===== config.mk =====
export PLATFORM = sky130hd
export DESIGN_NAME = dmau_core
export DESIGN_NICKNAME = d
export VERILOG_FILES = /design/src/design/dmau_pkg.sv /design/src/design/dmau_core.sv
export VERILOG_INCLUDE_DIRS = /design/src /design/src/design
export SDC_FILE = /design/constraint.sdc
export NUM_CORES = 1
export LEC_CHECK = 0
export BUFFER_PORTS_ARGS = -buffer_cell sky130_fd_sc_hd__buf_4
export CORE_MARGIN = 10
export CORE_UTILIZATION = 37
export DETAILED_ROUTE_END_ITERATION = 16
export HOLD_SLACK_MARGIN = 0.08
export PLACE_DENSITY = 0.62
export SETUP_SLACK_MARGIN = 0.15
export SLEW_MARGIN = 20
export SYNTH_ARGS = -nofsm -noshare
export SYNTH_HDL_FRONTEND = slang
export SYNTH_SLANG_ARGS = --single-unit

===== constraint.sdc =====
create_clock -name sys_clk -period 16.21 [get_ports sys_clk]
set_input_delay 2.4315 -clock sys_clk [delete_from_list [all_inputs] [get_ports sys_clk]]
set_output_delay 2.4315 -clock sys_clk [all_outputs]
set_load 0.05 [all_outputs]

===== src/design/dmau_defines.svh =====
// constants of the data-memory address unit: data space, internal
// register map, axi4-lite offsets and field positions
`ifndef DMAU_DEFINES_SVH
`define DMAU_DEFINES_SVH
// data space
`define DMAU_ADDR_W        12
`define DMAU_LOW_LIMIT     8'h60
`define DMAU_SFR_BANK      4'hf
`define DMAU_IMPL_BANKS    5'h08
`define DMAU_BSR_MASK      8'h0f
// internal register addresses inside the special function bank
`define DMAU_PORT_GRP      7'h7f
`define DMAU_STATUS_ADDR   12'hfd8
`define DMAU_BSR_ADDR      12'hfd9
// sub-addresses inside one pointer group of eight
`define DMAU_SUB_PLAIN     3'h0
`define DMAU_SUB_POST_DECREMENT_PORT   3'h1
`define DMAU_SUB_POST_INCREMENT_PORT   3'h2
`define DMAU_SUB_PRE_INCREMENT_PORT    3'h3
`define DMAU_SUB_INDEXED   3'h4
`define DMAU_SUB_LOW       3'h5
`define DMAU_SUB_HIGH      3'h6
// status flag positions
`define DMAU_FLAG_C        0
`define DMAU_FLAG_DC       1
`define DMAU_FLAG_Z        2
`define DMAU_FLAG_OV       3
`define DMAU_FLAG_N        4
// axi4-lite byte offsets
`define DMAU_OFS_BANK      8'h00
`define DMAU_OFS_PTR0      8'h04
`define DMAU_OFS_PTR1      8'h08
`define DMAU_OFS_PTR2      8'h0c
`define DMAU_OFS_STATUS    8'h10
`define DMAU_RESP_OKAY     2'h0
`define DMAU_RESP_SLVERR   2'h2
`endif


===== src/design/dmau_pkg.sv =====
// types shared by the data-memory address unit
// assumes dmau_defines.svh is compiled alongside
package dmau_pkg;
  // request kinds from instruction execution
  typedef enum logic [2:0] {
    DMAU_KIND_DIRECT = 3'h1,
    DMAU_KIND_FULL   = 3'h2,
    DMAU_KIND_BANKLD = 3'h4
  } dmau_kind_e;
  // where a read answer is taken from
  typedef enum logic [1:0] {
    DMAU_SRC_RAM  = 2'h1,
    DMAU_SRC_HELD = 2'h2
  } dmau_src_e;
endpackage : dmau_pkg


===== src/design/dmau_core.sv =====
// data-memory address unit: direct, access-bank and indirect address
// forming, pointer auto-modify, guarded status writes, axi4-lite view
// assumes a ram with combinational read on ram_addr and the core on
// sys_clk issuing at most one request per cycle
//
// Functional notes
// - access bank is low 96 bytes of bank 0 plus top 160 of bank 15
// - access bit 0 uses access bank, contiguous; otherwise bank select bank
// - bank select low nibble gives address top; upper nibble reads zero
// - unimplemented bank reads zero, drops writes; flags still update
// - data memory is sixteen banks of 256 bytes each
// - file-to-file move uses full 12-bit addresses, ignores bank select
// - three 12-bit pointers, each held as high and low bytes
// - indirect data port accesses location held in its pointer
// - pointer at a port: read gives 00h sets zero; write stores nothing, but a stepping port still moves the pointer
// - five ports per pointer: plain, post_decrement_port, post_increment_port, pre_increment_port, indexed
// - indexed adds signed working register; nothing modified
// - pointer auto-modify never changes status flags
// - increment and decrement carry across all twelve bits
// - data write to own pointer byte beats its auto-modify
// - status as destination: alu flags win over the written value
// - carry and digit carry are borrows in subtraction
// - bank load literal writes bank select directly
//
// Added by the designer: the address map and the AXI4-Lite slave port.
`timescale 1ns/10ps
`default_nettype none
`include "dmau_defines.svh"
module dmau_core (
  input  wire logic        sys_clk,        // core clock
  input  wire logic        rst_n,          // sync reset, active low
  input  wire logic        req_valid,      // one access this cycle
  input  wire logic [2:0]  req_kind,       // dmau_kind_e code
  input  wire logic        req_write,      // write, else read
  input  wire logic        req_access_sel, // instruction access bit
  input  wire logic [7:0]  req_file,       // 8-bit file operand
  input  wire logic [11:0] req_full,       // 12-bit move operand
  input  wire logic [7:0]  req_wdata,      // write data or literal
  input  wire logic [7:0]  working_register, // index for indexed mode
  input  wire logic [4:0]  req_flag_mask,  // flags the alu sets
  input  wire logic [4:0]  req_flag_val,   // alu flag values
  output logic      [11:0] ram_addr,       // ram address
  output logic             ram_re,         // ram read strobe
  output logic             ram_we,         // ram write strobe
  output logic      [7:0]  ram_wdata,      // ram write data
  input  wire logic [7:0]  ram_rdata,      // ram read data
  output logic             rsp_valid,      // read answer pulse
  output logic      [7:0]  rsp_rdata,      // read answer data
  output logic      [7:0]  status_out,     // status register
  input  wire logic        s_axi_awvalid,  // axi write address valid
  output logic             s_axi_awready,  // axi write address ready
  input  wire logic [7:0]  s_axi_awaddr,   // axi write address
  input  wire logic        s_axi_wvalid,   // axi write data valid
  output logic             s_axi_wready,   // axi write data ready
  input  wire logic [31:0] s_axi_wdata,    // axi write data
  input  wire logic [3:0]  s_axi_wstrb,    // axi byte strobes
  output logic             s_axi_bvalid,   // axi write response valid
  input  wire logic        s_axi_bready,   // axi write response ready
  output logic      [1:0]  s_axi_bresp,    // axi write response
  input  wire logic        s_axi_arvalid,  // axi read address valid
  output logic             s_axi_arready,  // axi read address ready
  input  wire logic [7:0]  s_axi_araddr,   // axi read address
  output logic             s_axi_rvalid,   // axi read data valid
  input  wire logic        s_axi_rready,   // axi read data ready
  output logic      [31:0] s_axi_rdata,    // axi read data
  output logic      [1:0]  s_axi_rresp     // axi read response
);
  logic [3:0]  bsr_reg;
  logic [3:0]  bsr_next;
  logic [4:0]  status_reg;
  logic [4:0]  status_next;
  logic [11:0] ptr_reg  [3];
  logic [11:0] ptr_next [3];

  // request kind decode
  wire kind_full  = (req_kind == dmau_pkg::DMAU_KIND_FULL);
  wire kind_bank  = (req_kind == dmau_pkg::DMAU_KIND_BANKLD);
  wire req_access = req_valid & ~kind_bank;

  wire [11:0] acc_addr = (req_file < `DMAU_LOW_LIMIT) ? {4'h0, req_file}
                         : {`DMAU_SFR_BANK, req_file};
  wire [11:0] dir_addr = req_access_sel ? {bsr_reg, req_file} : acc_addr;
  wire [11:0] tgt_addr = kind_full ? req_full : dir_addr;

  // indirect port decode on the operand address
  wire        tgt_grp  = (tgt_addr[11:5] == `DMAU_PORT_GRP) &
                         (tgt_addr[4:3] != 2'h3);
  wire [2:0]  tgt_sub  = tgt_addr[2:0];
  wire [1:0]  tgt_ptr  = tgt_addr[4:3];
  wire        port_hit = req_access & tgt_grp &
                         (tgt_sub <= `DMAU_SUB_INDEXED);
  wire [11:0] ptr_cur  = ptr_reg[tgt_ptr];
  wire        mode_pre = (tgt_sub == `DMAU_SUB_PRE_INCREMENT_PORT);
  wire        mode_idx = (tgt_sub == `DMAU_SUB_INDEXED);
  wire        mode_inc = port_hit & (mode_pre |
                         (tgt_sub == `DMAU_SUB_POST_INCREMENT_PORT));
  wire        mode_dec = port_hit & (tgt_sub == `DMAU_SUB_POST_DECREMENT_PORT);
  wire [11:0] idx_ofs  = {{4{working_register[7]}}, working_register};
  wire [11:0] ind_addr = mode_pre ? ptr_cur + 12'h001
                         : mode_idx ? ptr_cur + idx_ofs : ptr_cur;
  // port access lands on the pointed location
  wire [11:0] eff_addr = port_hit ? ind_addr : tgt_addr;

  // effective address decode
  wire        eff_grp  = (eff_addr[11:5] == `DMAU_PORT_GRP) &
                         (eff_addr[4:3] != 2'h3);
  wire        ind_self = port_hit & eff_grp &
                         (eff_addr[2:0] <= `DMAU_SUB_INDEXED);
  wire        hit_low  = eff_grp & (eff_addr[2:0] == `DMAU_SUB_LOW);
  wire        hit_high = eff_grp & (eff_addr[2:0] == `DMAU_SUB_HIGH);
  wire [1:0]  eff_ptr  = eff_addr[4:3];
  wire        hit_stat = (eff_addr == `DMAU_STATUS_ADDR);
  wire        hit_bsr  = (eff_addr == `DMAU_BSR_ADDR);
  wire        hit_int  = hit_low | hit_high | hit_stat | hit_bsr;
  // sixteen banks, only the first few populated plus the sfr bank
  wire        unimpl   = ({1'b0, eff_addr[11:8]} >= `DMAU_IMPL_BANKS) &
                         (eff_addr[11:8] != `DMAU_SFR_BANK);

  // write qualifiers; drop writes to missing banks
  wire        wr_ok    = req_access & req_write & ~ind_self & ~unimpl;
  wire        wr_stat  = wr_ok & hit_stat;
  wire        wr_bsr   = wr_ok & hit_bsr;
  wire        wr_ram   = wr_ok & ~hit_int & ~eff_grp;
  wire        rd_ram   = req_access & ~req_write & ~ind_self & ~unimpl &
                         ~hit_int & ~eff_grp;

  // internal read mux; upper bank select nibble reads zero
  wire [11:0] eff_pval = ptr_reg[eff_ptr];
  wire [7:0]  int_rd   = hit_stat ? {3'h0, status_reg}
                         : hit_bsr ? {4'h0, bsr_reg}
                         : hit_low ? eff_pval[7:0]
                         : hit_high ? {4'h0, eff_pval[11:8]} : 8'h00;
  // self-pointing read and missing bank give zero
  wire [7:0]  held_rd  = (ind_self | unimpl) ? 8'h00 : int_rd;

  // bank select next value, core wins over the bus
  wire        axi_wr;
  wire [7:0]  axi_wofs;
  // held bus data: the master may move wdata once it is taken
  logic [31:0] w_data_reg;
  logic [3:0]  w_strb_reg;
  assign bsr_next = kind_bank & req_valid ? req_wdata[3:0]
                    : wr_bsr ? req_wdata[3:0]
                    : axi_wr & (axi_wofs == `DMAU_OFS_BANK) &
                      w_strb_reg[0] ? w_data_reg[3:0] : bsr_reg;

  // status next value
  // pointer motion is not a flag source
  wire        flag_en  = req_access & ~(ind_self & req_write);
  wire        zero_frc = req_access & ind_self & ~req_write;
  // any alu flag locks all five against the data write
  wire        alu_flags = (req_flag_mask != 5'h00);
  logic [4:0] stat_base;
  always_comb begin
    stat_base = status_reg;
    if (axi_wr & (axi_wofs == `DMAU_OFS_STATUS) & w_strb_reg[0]) begin
      stat_base = w_data_reg[4:0];
    end
    if (wr_stat & ~alu_flags) begin
      stat_base = req_wdata[4:0];
    end
  end
  // alu flags override the written value
  // borrow polarity comes from the alu flag values
  assign status_next = zero_frc
                       ? (stat_base | (5'h01 << `DMAU_FLAG_Z))
                       : flag_en ? ((stat_base & ~req_flag_mask) |
                                    (req_flag_val & req_flag_mask))
                       : stat_base;

  // pointer next values, one per pointer
  // three twelve-bit pointers
  genvar gi;
  generate
    for (gi = 0; gi < 3; gi++) begin : g_ptr
      wire own   = (tgt_ptr == 2'(gi));
      wire wlow  = wr_ok & hit_low & (eff_ptr == 2'(gi));
      wire whigh = wr_ok & hit_high & (eff_ptr == 2'(gi));
      wire aw    = axi_wr & (axi_wofs == 8'(4 * gi + 4));
      always_comb begin
        ptr_next[gi] = ptr_reg[gi];
        if (aw & w_strb_reg[0]) begin
          ptr_next[gi][7:0] = w_data_reg[7:0];
        end
        if (aw & w_strb_reg[1]) begin
          ptr_next[gi][11:8] = w_data_reg[11:8];
        end
        // full-width step, skipped when its own byte is written
        if (own & mode_inc & ~(wlow | whigh)) begin
          ptr_next[gi] = ptr_reg[gi] + 12'h001;
        end
        if (own & mode_dec & ~(wlow | whigh)) begin
          ptr_next[gi] = ptr_reg[gi] - 12'h001;
        end
        if (wlow) begin
          ptr_next[gi][7:0] = req_wdata;
        end
        if (whigh) begin
          ptr_next[gi][11:8] = req_wdata[3:0];
        end
      end
    end
  endgenerate

  // architectural state
  always_ff @(posedge sys_clk) begin
    if (!rst_n) begin
      bsr_reg    <= 4'h0;
      status_reg <= 5'h00;
      ptr_reg    <= '{12'h000, 12'h000, 12'h000};
    end else begin
      bsr_reg    <= bsr_next;
      status_reg <= status_next;
      ptr_reg    <= ptr_next;
    end
  end

  // stage one: ram strobes from flops; held data waits a cycle
  logic [1:0] src_reg;
  logic [7:0] held_reg;
  always_ff @(posedge sys_clk) begin
    if (!rst_n) begin
      ram_addr  <= 12'h000;
      ram_re    <= 1'b0;
      ram_we    <= 1'b0;
      ram_wdata <= 8'h00;
      src_reg   <= 2'h0;
      held_reg  <= 8'h00;
    end else begin
      ram_addr  <= eff_addr;
      ram_re    <= rd_ram;
      ram_we    <= wr_ram;
      ram_wdata <= req_wdata;
      src_reg   <= ~req_access | req_write ? 2'h0
                   : rd_ram ? dmau_pkg::DMAU_SRC_RAM
                   : dmau_pkg::DMAU_SRC_HELD;
      held_reg  <= held_rd;
    end
  end

  // stage two: read answer
  always_ff @(posedge sys_clk) begin
    if (!rst_n) begin
      rsp_valid <= 1'b0;
      rsp_rdata <= 8'h00;
    end else begin
      rsp_valid <= (src_reg != 2'h0);
      rsp_rdata <= (src_reg == dmau_pkg::DMAU_SRC_RAM) ? ram_rdata
                   : held_reg;
    end
  end
  assign status_out = {3'h0, status_reg};

  // axi4-lite slave: address and data held until both present
  logic       aw_full_reg;
  logic       w_full_reg;
  logic [7:0] aw_addr_reg;
  assign s_axi_awready = ~aw_full_reg;
  assign s_axi_wready  = ~w_full_reg;
  assign axi_wr   = aw_full_reg & w_full_reg & ~s_axi_bvalid;
  assign axi_wofs = aw_addr_reg;
  wire   w_known  = (aw_addr_reg <= `DMAU_OFS_STATUS) &
                    (aw_addr_reg[1:0] == 2'h0);
  always_ff @(posedge sys_clk) begin
    if (!rst_n) begin
      aw_full_reg <= 1'b0;
      w_full_reg  <= 1'b0;
      aw_addr_reg <= 8'h00;
      w_data_reg  <= 32'h0000_0000;
      w_strb_reg  <= 4'h0;
      s_axi_bvalid <= 1'b0;
      s_axi_bresp <= `DMAU_RESP_OKAY;
    end else begin
      if (s_axi_awvalid & ~aw_full_reg) begin
        aw_full_reg <= 1'b1;
        aw_addr_reg <= s_axi_awaddr;
      end
      if (s_axi_wvalid & ~w_full_reg) begin
        w_full_reg <= 1'b1;
        w_data_reg <= s_axi_wdata;
        w_strb_reg <= s_axi_wstrb;
      end
      if (axi_wr) begin
        s_axi_bvalid <= 1'b1;
        s_axi_bresp  <= w_known ? `DMAU_RESP_OKAY : `DMAU_RESP_SLVERR;
      end
      if (s_axi_bvalid & s_axi_bready) begin
        s_axi_bvalid <= 1'b0;
        aw_full_reg  <= 1'b0;
        w_full_reg   <= 1'b0;
      end
    end
  end

  // read side: one cycle from address to data
  wire [31:0] ar_data = (s_axi_araddr == `DMAU_OFS_BANK)
                        ? {28'h0, bsr_reg}
                        : (s_axi_araddr == `DMAU_OFS_PTR0)
                        ? {20'h0, ptr_reg[0]}
                        : (s_axi_araddr == `DMAU_OFS_PTR1)
                        ? {20'h0, ptr_reg[1]}
                        : (s_axi_araddr == `DMAU_OFS_PTR2)
                        ? {20'h0, ptr_reg[2]}
                        : {27'h0, status_reg};
  wire        ar_known = (s_axi_araddr <= `DMAU_OFS_STATUS) &
                         (s_axi_araddr[1:0] == 2'h0);
  assign s_axi_arready = ~s_axi_rvalid;
  always_ff @(posedge sys_clk) begin
    if (!rst_n) begin
      s_axi_rvalid <= 1'b0;
      s_axi_rdata  <= 32'h0000_0000;
      s_axi_rresp  <= `DMAU_RESP_OKAY;
    end else if (s_axi_arvalid & ~s_axi_rvalid) begin
      s_axi_rvalid <= 1'b1;
      s_axi_rdata  <= ar_known ? ar_data : 32'h0000_0000;
      s_axi_rresp  <= ar_known ? `DMAU_RESP_OKAY : `DMAU_RESP_SLVERR;
    end else if (s_axi_rready) begin
      s_axi_rvalid <= 1'b0;
    end
  end
endmodule : dmau_core
`default_nettype wire


==> report_table.html <==
<table>
<tr><th>Metric</th><th>Value</th></tr>
<tr><th colspan="2">Yosys</th></tr>
<tr><td>Async set-or-reset flop fraction in the synthesized netlist</td><td>0</td></tr>
<tr><td>Yosys warns</td><td>0</td></tr>
<tr><td>Post-synth top flop</td><td>sky130_fd_sc_hd__dfxtp_1</td></tr>
<tr><td>Number of flops mapped to enable cells by yosys</td><td>0</td></tr>
<tr><td>Instance count of the mapped netlist</td><td>1428</td></tr>
<tr><td>Sequential fraction of the synthesis area</td><td>0.2485</td></tr>
<tr><td>Count of state elements after synthesis</td><td>126</td></tr>
<tr><td>Post-Synthesis Mean Instance Area</td><td>7.109 sq um</td></tr>
<tr><td>Count of different cell masters after synthesis</td><td>85</td></tr>
<tr><td>Area of the mapped netlist</td><td>10150 sq um</td></tr>
<tr><th colspan="2">Setup path</th></tr>
<tr><td>CP max stage cell</td><td>sky130_fd_sc_hd__or4_1</td></tr>
<tr><td>Worst stage delay on the critical path</td><td>0.72 ns</td></tr>
<tr><td>Crit path DAT</td><td>9.19 ns</td></tr>
<tr><td>Setup CP Type</td><td>input port to register</td></tr>
<tr><td>Required time of the worst setup path</td><td>16.55 ns</td></tr>
<tr><td>Cell class contributing the biggest share of worst-path delay</td><td>simple AND/OR/NAND/NOR gates</td></tr>
<tr><td>Crit path cell chain</td><td>buf_4, or3b_1, buf_4, mux2i_4, a22oi_1, inv_1, ha_1, inv_1, fa_1, nor2b_1, o2111ai_1, a21boi_0, o21ai_0, nor3b_1, o31a_1, a221oi_4, and4b_1, nand2_2, or4_1, or4_1, mux2i_1, o32ai_1</td></tr>
<tr><td>Buf+Inv Stages, Crit Path</td><td>4</td></tr>
<tr><td>Nature of the critical path startpoint</td><td>input port</td></tr>
<tr><td>Kind of end point of the critical path</td><td>register</td></tr>
<tr><td>Largest fanout on the critical path</td><td>23</td></tr>
<tr><th colspan="2">Floorplan</th></tr>
<tr><td>I/O pin count</td><td>199</td></tr>
<tr><td>Width of the die</td><td>185.6 microns</td></tr>
<tr><td>Starting density of the core</td><td>0.3767</td></tr>
<tr><td>Total number of placement rows</td><td>60</td></tr>
<tr><td>Core Area</td><td>26950 sq um</td></tr>
<tr><td>Die Ht</td><td>185.6 microns</td></tr>
<tr><td>Die outline area</td><td>34460 sq um</td></tr>
<tr><th colspan="2">Global routing</th></tr>
<tr><td>Antenna violations before repair</td><td>0</td></tr>
<tr><td>Wire length of the first global-routing pass</td><td>62190 microns</td></tr>
<tr><td>Total congestion overflow</td><td>0</td></tr>
<tr><td>Overall routing resource usage</td><td>0.2314</td></tr>
<tr><td>Vias in the first global route</td><td>10840</td></tr>
<tr><td>Largest net degree at the start of global routing</td><td>66</td></tr>
<tr><th colspan="2">Finish</th></tr>
<tr><td># fillers</td><td>2774</td></tr>
<tr><td>Commonest cells after routing, fill and taps aside</td><td>sky130_fd_sc_hd__nand2_1 (198), sky130_fd_sc_hd__buf_4 (162), sky130_fd_sc_hd__dfxtp_1 (126)</td></tr>
<tr><td>ANT cells</td><td>0</td></tr>
<tr><td>Number of nets in the finished design</td><td>1652</td></tr>
<tr><td>Combined area of the multi-input logic cells</td><td>7019 sq um</td></tr>
<tr><td>Relative area change from synthesis to final layout</td><td>17.97%</td></tr>
<tr><td>Flip-flop count of the largest register, all copies and words added</td><td>36</td></tr>
<tr><td>Register Area</td><td>2522 sq um</td></tr>
<tr><td>Most common library cell in the layout ignoring fill and taps</td><td>sky130_fd_sc_hd__nand2_1</td></tr>
<tr><td>Summed area of non-filler cells in the final layout</td><td>11980 sq um</td></tr>
<tr><td>Layout cell share with drive strength beyond 1</td><td>0.1528</td></tr>
<tr><td>Final core utilization</td><td>0.4444</td></tr>
<tr><th colspan="2">Detailed routing</th></tr>
<tr><td>Ratio of routed vias to standard cells</td><td>6.096</td></tr>
<tr><td>Pre-antenna DRT Iters</td><td>6</td></tr>
<tr><td>Post-DR wirelength/cell</td><td>22.13 microns</td></tr>
<tr><td>Starting DRC count in detailed routing</td><td>1497</td></tr>
<tr><td>Total via count in the routed design</td><td>11380</td></tr>
<tr><td>Post-Route WL</td><td>41290 microns</td></tr>
<tr><td>ANT nets after route</td><td>0</td></tr>
<tr><td>Post-route DRC violation count</td><td>0</td></tr>
<tr><th colspan="2">STA</th></tr>
<tr><td>Number of hold violations in the final report</td><td>0</td></tr>
<tr><td>Setup TNS</td><td>0 ns</td></tr>
<tr><td>Maximum clock skew at final layout</td><td>0.01111 ns</td></tr>
<tr><td>Slew @ Worst Pin</td><td>1.010 ns</td></tr>
<tr><td>Share of the clock period used by the worst path</td><td>0.5459</td></tr>
<tr><td>Period minus WS final</td><td>8.849 ns</td></tr>
<tr><td>Setup violators final</td><td>0</td></tr>
<tr><td>Worst hold margin</td><td>0.4554 ns</td></tr>
<tr><td>Setup repair after global routing missed its margin</td><td>no</td></tr>
<tr><td>Rel. slew slack</td><td>0.3194</td></tr>
<tr><td>Fmax</td><td>0.1130 GHz</td></tr>
<tr><td>Final Max Slew Viols</td><td>0</td></tr>
<tr><th colspan="2">Clock tree</th></tr>
<tr><td>Clock Tree Root</td><td>sky130_fd_sc_hd__clkbuf_16</td></tr>
<tr><td># hold bufs at CTS</td><td>0</td></tr>
<tr><td>CTS tree</td><td>built</td></tr>
<tr><td>Number of resized instances in the post-cts repair step</td><td>0</td></tr>
<tr><td>Number of clock sinks</td><td>126</td></tr>
<tr><td>Clock-pin slew of the registers on the worst-case setup and hold paths</td><td>0.06 ns</td></tr>
<tr><td>TritonCTS buffer count</td><td>17</td></tr>
<tr><td>Maximum root-to-sink buffer count</td><td>2</td></tr>
<tr><td>Setup Fix Bufs, Post-CTS</td><td>0</td></tr>
<tr><td>Clock latency on the worst-skew pair</td><td>0.43 ns</td></tr>
<tr><td>H-tree depth</td><td>4</td></tr>
<tr><th colspan="2">Power and ir drop</th></tr>
<tr><td>Worst IR Drop VDD</td><td>0.00006408 V</td></tr>
<tr><td>Power density over the cells</td><td>74.31 nW/um^2</td></tr>
<tr><td>Leakage</td><td>4.795 nW</td></tr>
<tr><th colspan="2">Hold path</th></tr>
<tr><td>Worst min-delay path category</td><td>register to register</td></tr>
<tr><th colspan="2">Placement</th></tr>
<tr><td>Post-DP HPWL</td><td>31080 microns</td></tr>
<tr><td>Cell area after placement</td><td>11350 sq um</td></tr>
<tr><td>Final weighted congestion in routability-driven placement</td><td>1.002</td></tr>
<tr><td>Count of port buffers added during placement</td><td>151</td></tr>
<tr><th colspan="2">Run</th></tr>
<tr><td>Max_cap viols</td><td>0</td></tr>
<tr><th colspan="2">Outcome</th></tr>
<tr><td>Outcome</td><td>completed</td></tr>
</table>
routing by layer:
layer	wire length, microns	up-vias	track usage
li1	-	5341	-
met1	17350	5319	0.3010
met2	18290	626	0.3633
met3	4325	90	0.05206
met4	1319	0	0.09029
met5	0	-	0
tightest hold or removal path, delay by kind of cell, from the launching register on:
family / cells / cell delay, ns
compound gates: 1 / 0.05
flops: 1 / 0.31
simple gates: 1 / 0.05
through the flow:
step	power [mW]	cells	worst slack, ns
after floorplan	0.4301	1452	8.606
after global placement	0.4807	1835	7.074
after detailed placement	0.4818	1835	7.059
after CTS	0.8894	1866	7.478
after global routing	0.9174	1866	6.916
final	0.8899	1866	7.361
cell type report:
type,instances,area share
clock buffers,18,0.03583
clock inverters,13,0.01588
inverters,46,0.01442
multi-input cells,1160,0.5861
flip-flops and latches,126,0.2106
well taps,341,0.03562
repair buffers,162,0.1015
Yosys cell counts, drive strengths merged (7+ instances only):
master,n,share of area
clkbuf,77,0.028
mux2i,55,0.055
a31oi,26,0.016
nor2b,13,0.0080
nor3,50,0.025
nor2,122,0.045
and2,24,0.015
nand3,53,0.026
ha,19,0.023
nand2b,25,0.015
o211ai,17,0.013
nand4,8,0.0049
a221oi,7,0.0078
a21oi,120,0.060
or4,11,0.0081
o221ai,11,0.0095
xor2,14,0.012
o22ai,23,0.014
xnor2,10,0.0086
a211oi,12,0.0089
o21a,11,0.0081
mux2,14,0.016
or3,20,0.012
a21o,11,0.0081
nand2,199,0.074
nor4,10,0.0068
inv,45,0.017
dfxtp,126,0.25
nor3b,11,0.0081
and3,25,0.015
o21ai,84,0.042
buf,43,0.027
a22oi,25,0.018
a21boi,10,0.0074
path summary, 6_finish.rpt:
kind,start,end,slack (ns),cells after the start
max,req_kind[0],status_reg[2],7.36,22
min,s_axi_rdata[4],s_axi_rdata[4],0.46,2
max reg2reg,ptr_reg[12],status_reg[2],9.80,20
min reg2reg,s_axi_rdata[4],s_axi_rdata[4],0.46,2
power breakdown:
group          leakage (nW)  internal (mW)  switching (mW)
combinational          3.47         0.0486           0.100
clock                 0.300          0.257           0.155
sequential             1.03          0.319          0.0105
logic make-up after synthesis:
kind of cell             synth area share
AO/OA/AOI/OAI                      0.2742
XOR/XNOR                          0.02070
multiplexers                      0.07099
flip-flops                         0.2485
adder cells (fa/ha/maj)           0.02539
AND/OR/NAND/NOR                    0.2877
other                           0.0003694
buffers and inverters             0.07222
No activity file was read; power rests on OpenSTA's default activity.
